## src/pcg_pkg.sv

```systemverilog
// package: register map, field layout and types of the peripheral clock gating block
`default_nettype none
package pcg_pkg;

  // ------------------------------------------------------------
  // register byte offsets
  // ------------------------------------------------------------
  localparam logic [11:0] PCG_OFF_AUTO_CTRL = 12'h060;
  localparam logic [11:0] PCG_OFF_RUN_MA = 12'h100;
  localparam logic [11:0] PCG_OFF_RUN_ST = 12'h104;
  localparam logic [11:0] PCG_OFF_SLEEP_MA = 12'h110;
  localparam logic [11:0] PCG_OFF_SLEEP_ST = 12'h114;
  localparam logic [11:0] PCG_OFF_DEEP_MA = 12'h120;
  localparam logic [11:0] PCG_OFF_DEEP_ST = 12'h124;
  localparam logic [11:0] PCG_OFF_FAULT_STAT = 12'h150;
  localparam logic [11:0] PCG_OFF_FAULT_MASK = 12'h154;

  // ------------------------------------------------------------
  // field positions
  // ------------------------------------------------------------
  localparam int PCG_BIT_PWM = 20;
  localparam int PCG_BIT_ADC = 16;
  localparam int PCG_BIT_WDT = 3;
  localparam int PCG_BIT_GP_COUNTER_1_GATE = 17;
  localparam int PCG_BIT_GP_COUNTER_0_GATE = 16;
  localparam int PCG_BIT_I2C = 12;
  localparam int PCG_BIT_SSI = 4;
  localparam int PCG_BIT_ASYNC_SERIAL_1_GATE = 1;
  localparam int PCG_BIT_ASYNC_SERIAL_0_GATE = 0;
  localparam int PCG_BIT_AUTO = 0;

  // ------------------------------------------------------------
  // writable masks and reset values
  // ------------------------------------------------------------
  localparam logic [31:0] PCG_WMASK_MA = 32'h0011_0008;
  localparam logic [31:0] PCG_WMASK_ST = 32'h0003_1013;
  localparam logic [31:0] PCG_RST_MA = 32'h0000_0000;
  localparam logic [31:0] PCG_RST_ST = 32'h0000_0000;
  localparam logic [31:0] PCG_RST_DEEP_MA = 32'h0000_0040;
  localparam logic [31:0] PCG_RST_ZERO = 32'h0000_0000;

  localparam int PCG_NUNITS = 9;

  // ------------------------------------------------------------
  // types
  // ------------------------------------------------------------
  typedef enum logic [1:0] {
    PCG_MODE_RUN = 2'h0,
    PCG_MODE_SLEEP = 2'h1,
    PCG_MODE_DEEP = 2'h3
  } pcg_mode_t;

  // one bit per gated unit; also the layout of fault status and mask
  typedef struct packed {
    logic pwm;
    logic adc;
    logic wdt;
    logic gp_counter_1_gate;
    logic gp_counter_0_gate;
    logic i2c;
    logic ssi;
    logic async_serial_1_gate;
    logic async_serial_0_gate;
  } pcg_units_t;

  typedef struct packed {
    logic [31:0] ma;
    logic [31:0] st;
  } pcg_gate_set_t;

endpackage
`default_nettype wire

```

## src/pcg_clock_gating.sv

```systemverilog
// module: peripheral clock gating control with apb register access
//
// Decided for this implementation: the APB register port.
`timescale 1ns/1ps
`default_nettype none
module pcg_clock_gating
  import pcg_pkg::*;
(
  input wire logic pclk,
  input wire logic presetn,
  input wire logic psel,
  input wire logic penable,
  input wire logic pwrite,
  input wire logic [11:0] paddr,
  input wire logic [31:0] pwdata,
  output logic [31:0] prdata,
  output logic pready,
  output logic pslverr,
  input wire logic sleep_req,
  input wire logic deep_sleep_req,
  input wire logic [PCG_NUNITS-1:0] unit_access,
  output logic [PCG_NUNITS-1:0] unit_fault,
  output logic [PCG_NUNITS-1:0] unit_clk_en,
  output logic [PCG_NUNITS-1:0] unit_clk,
  output logic irq
);

  // ------------------------------------------------------------
  // register state
  // ------------------------------------------------------------
  logic [31:0] run_gate_motor_analog_ff;
  logic [31:0] run_gate_serial_timers_ff;
  logic [31:0] sleep_gate_motor_analog_ff;
  logic [31:0] sleep_gate_serial_timers_ff;
  logic [31:0] deep_sleep_gate_motor_analog_ff;
  logic [31:0] deep_sleep_gate_serial_timers_ff;
  logic auto_gating_select_ff;
  pcg_units_t fault_stat_ff;
  pcg_units_t fault_mask_ff;

  logic [31:0] prdata_ff;
  logic pready_ff;
  logic pslverr_ff;
  logic [PCG_NUNITS-1:0] unit_fault_ff;
  logic [PCG_NUNITS-1:0] unit_clk_en_ff;
  logic [PCG_NUNITS-1:0] clk_en_low_ff;
  logic irq_ff;
  logic sleep_s1_ff;
  logic sleep_s2_ff;
  logic deep_s1_ff;
  logic deep_s2_ff;
  pcg_mode_t mode_ff;
  pcg_mode_t nxt_mode;

  logic setup_phase;
  logic wr_commit;
  logic addr_hit;
  logic [31:0] rd_val;
  pcg_gate_set_t sel_set;
  pcg_units_t nxt_clk_en;
  pcg_units_t nxt_fault;

  // ------------------------------------------------------------
  // apb decode
  // ------------------------------------------------------------
  // one wait-free access phase: answer is prepared during setup
  assign setup_phase = psel && !penable && !pready_ff;
  assign wr_commit = psel && penable && pready_ff && pwrite && !pslverr_ff;

  function automatic logic [31:0] ro_view(input logic [31:0] val, input logic [31:0] wmask,
                                          input logic [31:0] rst);
    ro_view = (val & wmask) | (rst & ~wmask);
  endfunction

  always_comb
  begin
    addr_hit = 1'b1;
    rd_val = PCG_RST_ZERO;
    case (paddr)
      PCG_OFF_AUTO_CTRL:
      begin
        rd_val[PCG_BIT_AUTO] = auto_gating_select_ff;
      end
      PCG_OFF_RUN_MA: rd_val = ro_view(run_gate_motor_analog_ff, PCG_WMASK_MA, PCG_RST_MA);
      PCG_OFF_RUN_ST: rd_val = ro_view(run_gate_serial_timers_ff, PCG_WMASK_ST, PCG_RST_ST);
      PCG_OFF_SLEEP_MA: rd_val = ro_view(sleep_gate_motor_analog_ff, PCG_WMASK_MA, PCG_RST_MA);
      PCG_OFF_SLEEP_ST: rd_val = ro_view(sleep_gate_serial_timers_ff, PCG_WMASK_ST, PCG_RST_ST);
      // reserved bits show their reset value and ignore writes
      PCG_OFF_DEEP_MA: rd_val = ro_view(deep_sleep_gate_motor_analog_ff, PCG_WMASK_MA,
                                        PCG_RST_DEEP_MA);
      PCG_OFF_DEEP_ST: rd_val = ro_view(deep_sleep_gate_serial_timers_ff, PCG_WMASK_ST,
                                        PCG_RST_ST);
      PCG_OFF_FAULT_STAT: rd_val[PCG_NUNITS-1:0] = fault_stat_ff;
      PCG_OFF_FAULT_MASK: rd_val[PCG_NUNITS-1:0] = fault_mask_ff;
      default: addr_hit = 1'b0;
    endcase
  end

  always_ff @(posedge pclk or negedge presetn)
  begin
    if (!presetn)
    begin
      pready_ff <= 1'b0;
      pslverr_ff <= 1'b0;
      prdata_ff <= PCG_RST_ZERO;
    end
    else
    begin
      pready_ff <= setup_phase;
      if (setup_phase)
      begin
        pslverr_ff <= !addr_hit;
        prdata_ff <= (addr_hit && !pwrite) ? rd_val : PCG_RST_ZERO;
      end
      else
      begin
        pslverr_ff <= 1'b0;
        prdata_ff <= PCG_RST_ZERO;
      end
    end
  end

  // ------------------------------------------------------------
  // gating registers
  // ------------------------------------------------------------
  always_ff @(posedge pclk or negedge presetn)
  begin
    if (!presetn)
    begin
      run_gate_motor_analog_ff <= PCG_RST_MA;
      run_gate_serial_timers_ff <= PCG_RST_ST;
      sleep_gate_motor_analog_ff <= PCG_RST_MA;
      sleep_gate_serial_timers_ff <= PCG_RST_ST;
      deep_sleep_gate_motor_analog_ff <= PCG_RST_DEEP_MA;
      deep_sleep_gate_serial_timers_ff <= PCG_RST_ST;
      auto_gating_select_ff <= 1'b0;
    end
    else if (wr_commit)
    begin
      // only documented enables are stored
      case (paddr)
        PCG_OFF_AUTO_CTRL: auto_gating_select_ff <= pwdata[PCG_BIT_AUTO];
        PCG_OFF_RUN_MA: run_gate_motor_analog_ff <= pwdata & PCG_WMASK_MA;
        PCG_OFF_RUN_ST: run_gate_serial_timers_ff <= pwdata & PCG_WMASK_ST;
        PCG_OFF_SLEEP_MA: sleep_gate_motor_analog_ff <= pwdata & PCG_WMASK_MA;
        PCG_OFF_SLEEP_ST: sleep_gate_serial_timers_ff <= pwdata & PCG_WMASK_ST;
        PCG_OFF_DEEP_MA: deep_sleep_gate_motor_analog_ff <= pwdata & PCG_WMASK_MA;
        PCG_OFF_DEEP_ST: deep_sleep_gate_serial_timers_ff <= pwdata & PCG_WMASK_ST;
        default:
        begin
        end
      endcase
    end
  end

  // ------------------------------------------------------------
  // power state
  // ------------------------------------------------------------
  // sleep requests come from the power controller, treated as async
  always_ff @(posedge pclk or negedge presetn)
  begin
    if (!presetn)
    begin
      sleep_s1_ff <= 1'b0;
      sleep_s2_ff <= 1'b0;
      deep_s1_ff <= 1'b0;
      deep_s2_ff <= 1'b0;
    end
    else
    begin
      sleep_s1_ff <= sleep_req;
      sleep_s2_ff <= sleep_s1_ff;
      deep_s1_ff <= deep_sleep_req;
      deep_s2_ff <= deep_s1_ff;
    end
  end

  always_comb
  begin
    // without auto gating the run set stays in charge
    if (!auto_gating_select_ff)
      nxt_mode = PCG_MODE_RUN;
    else if (deep_s2_ff)
      nxt_mode = PCG_MODE_DEEP;
    else if (sleep_s2_ff)
      nxt_mode = PCG_MODE_SLEEP;
    else
      nxt_mode = PCG_MODE_RUN;
  end

  always_ff @(posedge pclk or negedge presetn)
  begin
    if (!presetn)
      mode_ff <= PCG_MODE_RUN;
    else
      mode_ff <= nxt_mode;
  end

  always_comb
  begin
    case (mode_ff)
      PCG_MODE_SLEEP:
      begin
        sel_set.ma = sleep_gate_motor_analog_ff;
        sel_set.st = sleep_gate_serial_timers_ff;
      end
      PCG_MODE_DEEP:
      begin
        sel_set.ma = deep_sleep_gate_motor_analog_ff;
        sel_set.st = deep_sleep_gate_serial_timers_ff;
      end
      default:
      begin
        sel_set.ma = run_gate_motor_analog_ff;
        sel_set.st = run_gate_serial_timers_ff;
      end
    endcase
  end

  // ------------------------------------------------------------
  // unit enables
  // ------------------------------------------------------------
  always_comb
  begin
    nxt_clk_en.pwm = sel_set.ma[PCG_BIT_PWM];
    nxt_clk_en.adc = sel_set.ma[PCG_BIT_ADC];
    nxt_clk_en.wdt = sel_set.ma[PCG_BIT_WDT];
    nxt_clk_en.gp_counter_1_gate = sel_set.st[PCG_BIT_GP_COUNTER_1_GATE];
    nxt_clk_en.gp_counter_0_gate = sel_set.st[PCG_BIT_GP_COUNTER_0_GATE];
    nxt_clk_en.i2c = sel_set.st[PCG_BIT_I2C];
    nxt_clk_en.ssi = sel_set.st[PCG_BIT_SSI];
    nxt_clk_en.async_serial_1_gate = sel_set.st[PCG_BIT_ASYNC_SERIAL_1_GATE];
    nxt_clk_en.async_serial_0_gate = sel_set.st[PCG_BIT_ASYNC_SERIAL_0_GATE];
  end

  genvar gi;
  generate
    for (gi = 0; gi < PCG_NUNITS; gi = gi + 1)
    begin : g_unit
      always_ff @(posedge pclk or negedge presetn)
      begin
        if (!presetn)
          unit_clk_en_ff[gi] <= 1'b0;
        else
          unit_clk_en_ff[gi] <= nxt_clk_en[gi];
      end

      // enable moves only while pclk is low, so the and-gate never
      // cuts a high phase short: latch-style gating cell
      always_ff @(negedge pclk or negedge presetn)
      begin
        if (!presetn)
          clk_en_low_ff[gi] <= 1'b0;
        else
          clk_en_low_ff[gi] <= unit_clk_en_ff[gi];
      end

      assign unit_clk[gi] = pclk & clk_en_low_ff[gi];

      // an access to a stopped unit is answered with a fault
      assign nxt_fault[gi] = unit_access[gi] && !unit_clk_en_ff[gi];

      always_ff @(posedge pclk or negedge presetn)
      begin
        if (!presetn)
          unit_fault_ff[gi] <= 1'b0;
        else
          unit_fault_ff[gi] <= nxt_fault[gi];
      end

      // set beats a simultaneous write-one clear
      always_ff @(posedge pclk or negedge presetn)
      begin
        if (!presetn)
          fault_stat_ff[gi] <= 1'b0;
        else if (nxt_fault[gi])
          fault_stat_ff[gi] <= 1'b1;
        else if (wr_commit && paddr == PCG_OFF_FAULT_STAT && pwdata[gi])
          fault_stat_ff[gi] <= 1'b0;
      end
    end
  endgenerate

  // ------------------------------------------------------------
  // interrupt
  // ------------------------------------------------------------
  always_ff @(posedge pclk or negedge presetn)
  begin
    if (!presetn)
      fault_mask_ff <= '0;
    else if (wr_commit && paddr == PCG_OFF_FAULT_MASK)
      fault_mask_ff <= pwdata[PCG_NUNITS-1:0];
  end

  // one cycle behind the status bit, keeps the output a flop
  always_ff @(posedge pclk or negedge presetn)
  begin
    if (!presetn)
      irq_ff <= 1'b0;
    else
      irq_ff <= |(fault_stat_ff & fault_mask_ff);
  end

  assign prdata = prdata_ff;
  assign pready = pready_ff;
  assign pslverr = pslverr_ff;
  assign unit_fault = unit_fault_ff;
  assign unit_clk_en = unit_clk_en_ff;
  assign irq = irq_ff;

endmodule
`default_nettype wire

```

## config.mk

```make
export PLATFORM = sky130hd
export DESIGN_NAME = pcg_clock_gating
export DESIGN_NICKNAME = d
export VERILOG_FILES = /design/src/pcg_pkg.sv /design/src/pcg_clock_gating.sv
export SDC_FILE = /design/constraint.sdc
export NUM_CORES = 1
export LEC_CHECK = 0
export ABC_CLOCK_PERIOD_IN_PS = 2700
export BUFFER_PORTS_ARGS = -buffer_cell sky130_fd_sc_hd__buf_4
export CAP_MARGIN = 20
export CORE_MARGIN = 3
export CORE_UTILIZATION = 52
export DETAILED_ROUTE_END_ITERATION = 7
export GPL_ROUTABILITY_DRIVEN = 0
export PLACE_DENSITY_LB_ADDON = 0.12
export SLEW_MARGIN = 20
export SYNTH_ARGS = -nofsm -noshare
export SYNTH_HDL_FRONTEND = slang
export SYNTH_SLANG_ARGS = --single-unit
```

## constraint.sdc

```tcl
create_clock -name pclk -period 2.7 [get_ports pclk]
set_input_delay 0.54 -clock pclk [delete_from_list [all_inputs] [get_ports pclk]]
set_output_delay 0.54 -clock pclk [all_outputs]
set_load 0.1 [all_outputs]
```

==> metrics.md <==
| Metric | Value |
|---|---|
| Leakage | `2.57 nW` |
| CP Launch Point | `clk_en_low_ff[6]` |
| Yosys top cell area share | `51.8%` |
| Worst setup SP type | `flip-flop` |
| R2R Path Start | `pready` |
| Seq/Total Area, Yosys | `57.2%` |
| NumNets Final | `488` |
| Vias per cell | `5.43` |
| HP Class | `in -> reg` |
| Top post-synthesis cells by area | `dfrtp_1 52%, mux2_2 9.8%, dfrtn_1 5.4%` |
| Antenna diodes | `0` |
| Setup TNS | `-3170 ps` |
| Asr flop ratio synth | `100%` |
| Via count | `2894` |
| Slew Viols, Final | `0` |
| Area leader, netlist | `dfrtp_1` |
| Initial antenna violation count | `0` |
| Critical Path End Type | `primary output` |
| Top FF cell, synth | `dfrtp_1` |
| Mapped cell area | `0.00416 sq mm` |
| Worst Slack Setup Final | `-366 ps` |
| Slew margin rel. | `57.6%` |
| Status | `finished with violations` |
| Maximum VDD drop | `320 uV` |
| Post-synth cell types | `44` |
| Number of flops mapped to enable cells by yosys | `0` |
| Synth warn | `0` |
| Clk Latency, worst-skew pair | `480 ps` |
| Core area | `0.00749 sq mm` |
| Die Y | `95.4 um` |
| Starting Density | `55.5%` |
| RSZ-0062 raised after global routing | `yes` |
| Gate count of the mapped netlist | `328` |
| Worst EP required | `2160 ps` |
| First-pass GRT wire length | `14900 um` |
| Max FO, Critical Path | `1` |
| Post-DP Area | `0.00491 sq mm` |
| Fin. Hold Viols | `0` |
| Flops & latches, synth | `95` |
| Design area | `0.00536 sq mm` |
| DRC | `0` |
| Clk slew on worst S/H paths | `80 ps` |
| Pre-antenna DRT Iters | `4` |
| DRT iter0 DRCs | `184` |
| TritonCTS clock tree | `yes` |
| Die Area | `0.00910 sq mm` |
| GRT Util Overall | `23.0%` |
| Final HPWL from detailed placement | `6620 um` |
| Hold Path Origin | `sleep_req` |
| # port buffers | `83` |
| Area Overhead vs Synth | `28.9%` |
| Post-route ant nets | `0` |
| Failing checks | `setup timing` |
| Max_cap viols | `0` |
| WL per Instance | `18.2 um` |
| Remaining Overflow, GRT | `0` |
| Share of cells above drive strength 1 | `42.2%` |
| Die width | `95.4 um` |
| Post-Syn Area per Cell | `12.7 sq um` |
| Power Dens Cells | `600 mW/mm^2` |
| Worst Clk Skew | `11.8 ps` |
| Total wire length | `9700 um` |
| Crit path kind | `reg -> out` |
| Num ports | `122` |
| CP arrival | `2530 ps` |
| Worst-Margin Slew | `621 ps` |
| Final setup viols | `18` |
| Vias in the first global route | `2958` |
| Pin count of the biggest net entering global routing | `45` |
| Row count | `31` |
state kept, by name, indices dropped and copies added (netlist names), 6 cells and up:
| name | flops |
|---|---|
| clk_en_low_ff | 9 |
| deep_sleep_gate_serial_timers_ff | 6 |
| fault_mask_ff | 9 |
| fault_stat_ff | 9 |
| prdata | 13 |
| run_gate_serial_timers_ff | 6 |
| sleep_gate_serial_timers_ff | 6 |
| unit_clk_en | 9 |
| unit_fault | 9 |
power by group:
group	internal (mW)	switching, mW
Clock	0.847	0.588
Sequential	1.43	0.00429
Combinational	0.0762	0.264
Total	2.36	0.856
cells in the mapped netlist, types with 2 or more instances:
library cell   n
dfrtp_1       86
mux2_2        36
nor2_1        23
mux2i_1       21
buf_4         19
a21oi_1       15
nand3_1       14
and2_1        11
nor2b_1       11
clkbuf_1      10
a21o_1         9
dfrtn_1        9
nor3_1         7
mux2_4         6
or3b_2         5
nand2_1        4
a22oi_1        3
o2bb2ai_1      3
a2111oi_0      2
a32oi_1        2
buf_1          2
buf_6          2
inv_1          2
nand4_1        2
nor4_1         2
nor4b_1        2
o21ai_0        2
or3_1          2
through the flow:
stage	util, %	hold WS [ps]	power [mW]	setup slack, ps	std cells
after floorplan	-	244	1.71	121	346
after global placement	65.5	336	1.81	48.6	511
after detailed placement	65.5	336	1.81	41.2	511
after CTS	71.6	162	3.25	-372	533
after global routing	71.6	147	3.33	-415	533
final	71.6	173	3.21	-366	533
cell usage in the layout, fill, tap and decap left out, types with 2 or more instances in the layout:
master / instances
a22oi_1: 3
mux2_4: 6
mux2_2: 36
nor3_1: 7
nand2_1: 4
dfrtp_1: 85
o2bb2ai_1: 3
nor2b_1: 11
inv_1: 2
nand3_1: 14
or3b_2: 5
mux2i_1: 21
bufinv_16: 3
a21oi_1: 15
nand4_1: 2
or3_1: 2
and2_1: 2
a2111oi_0: 2
clkbuf_8: 15
nor2_1: 23
a32oi_1: 2
a21o_1: 9
and2_4: 9
conb_1: 19
dfrtn_1: 9
buf_4: 91
nor4_1: 2
buf_12: 9
o21ai_0: 2
nor4b_1: 2
repair_timing:
item / 4_1_cts / 5_1_grt
hold buffers: 1 / 0
cloned: 0 / 0
buffers inserted: 0 / 0
pin swaps: 8 / 0
endpoints found under the setup margin: 18 / 18
gates resized for setup: 27 / 0
endpoints found under the hold margin: 17 / 0
path summary, 6_finish.rpt:
kind	to	slack, ps	cells past startpoint
setup / recovery	unit_clk[6]	-370	2
hold / removal	sleep_s1_ff	170	1
setup reg to reg	deep_sleep_gate_serial_timers_ff[0]	630	4
hold reg to reg	sleep_s2_ff	350	0
max in group asynchronous	clk_en_low_ff[4]	610	2
min in group asynchronous	unit_clk_en[2]	530	2
routing by layer:
metal	global-route usage, %	vias up	routed length [um]
met2	34.9	134	4570
li1	-	1330	-
met4	14.1	0	309
met1	28.4	1399	4010
met5	0	-	0
met3	7.42	31	801
area by class of cell:
class                           instances  area (sq um)
Clock buffer                           24           387
Clock inverter                          6           121
Fill cell                             527          2130
Inverter                                2          7.51
Multi-Input combinational cell        215          1650
Sequential cell                        95          2380
Tap cell                               99           124
Timing Repair Buffer                   92           693
worst max-delay path, cell delays in order, from the launching register on:
cell	delay [ps]
dfrtn_1	400
and2_4	140
buf_12	160
logic make-up (layout without fill, tap and decap cells):
logic type / after synthesis / after routing / synth area share, %
AOI/OAI and AO/OA: 41 / 41 / 6.75
and+or+nand+nor: 91 / 91 / 13.1
muxes: 64 / 64 / 17.5
buffers and inverters: 36 / 124 / 5.36
DFF: 95 / 95 / 57.2
other: 1 / 19 / 0.0902
Power figures use the tool's default switching activity.
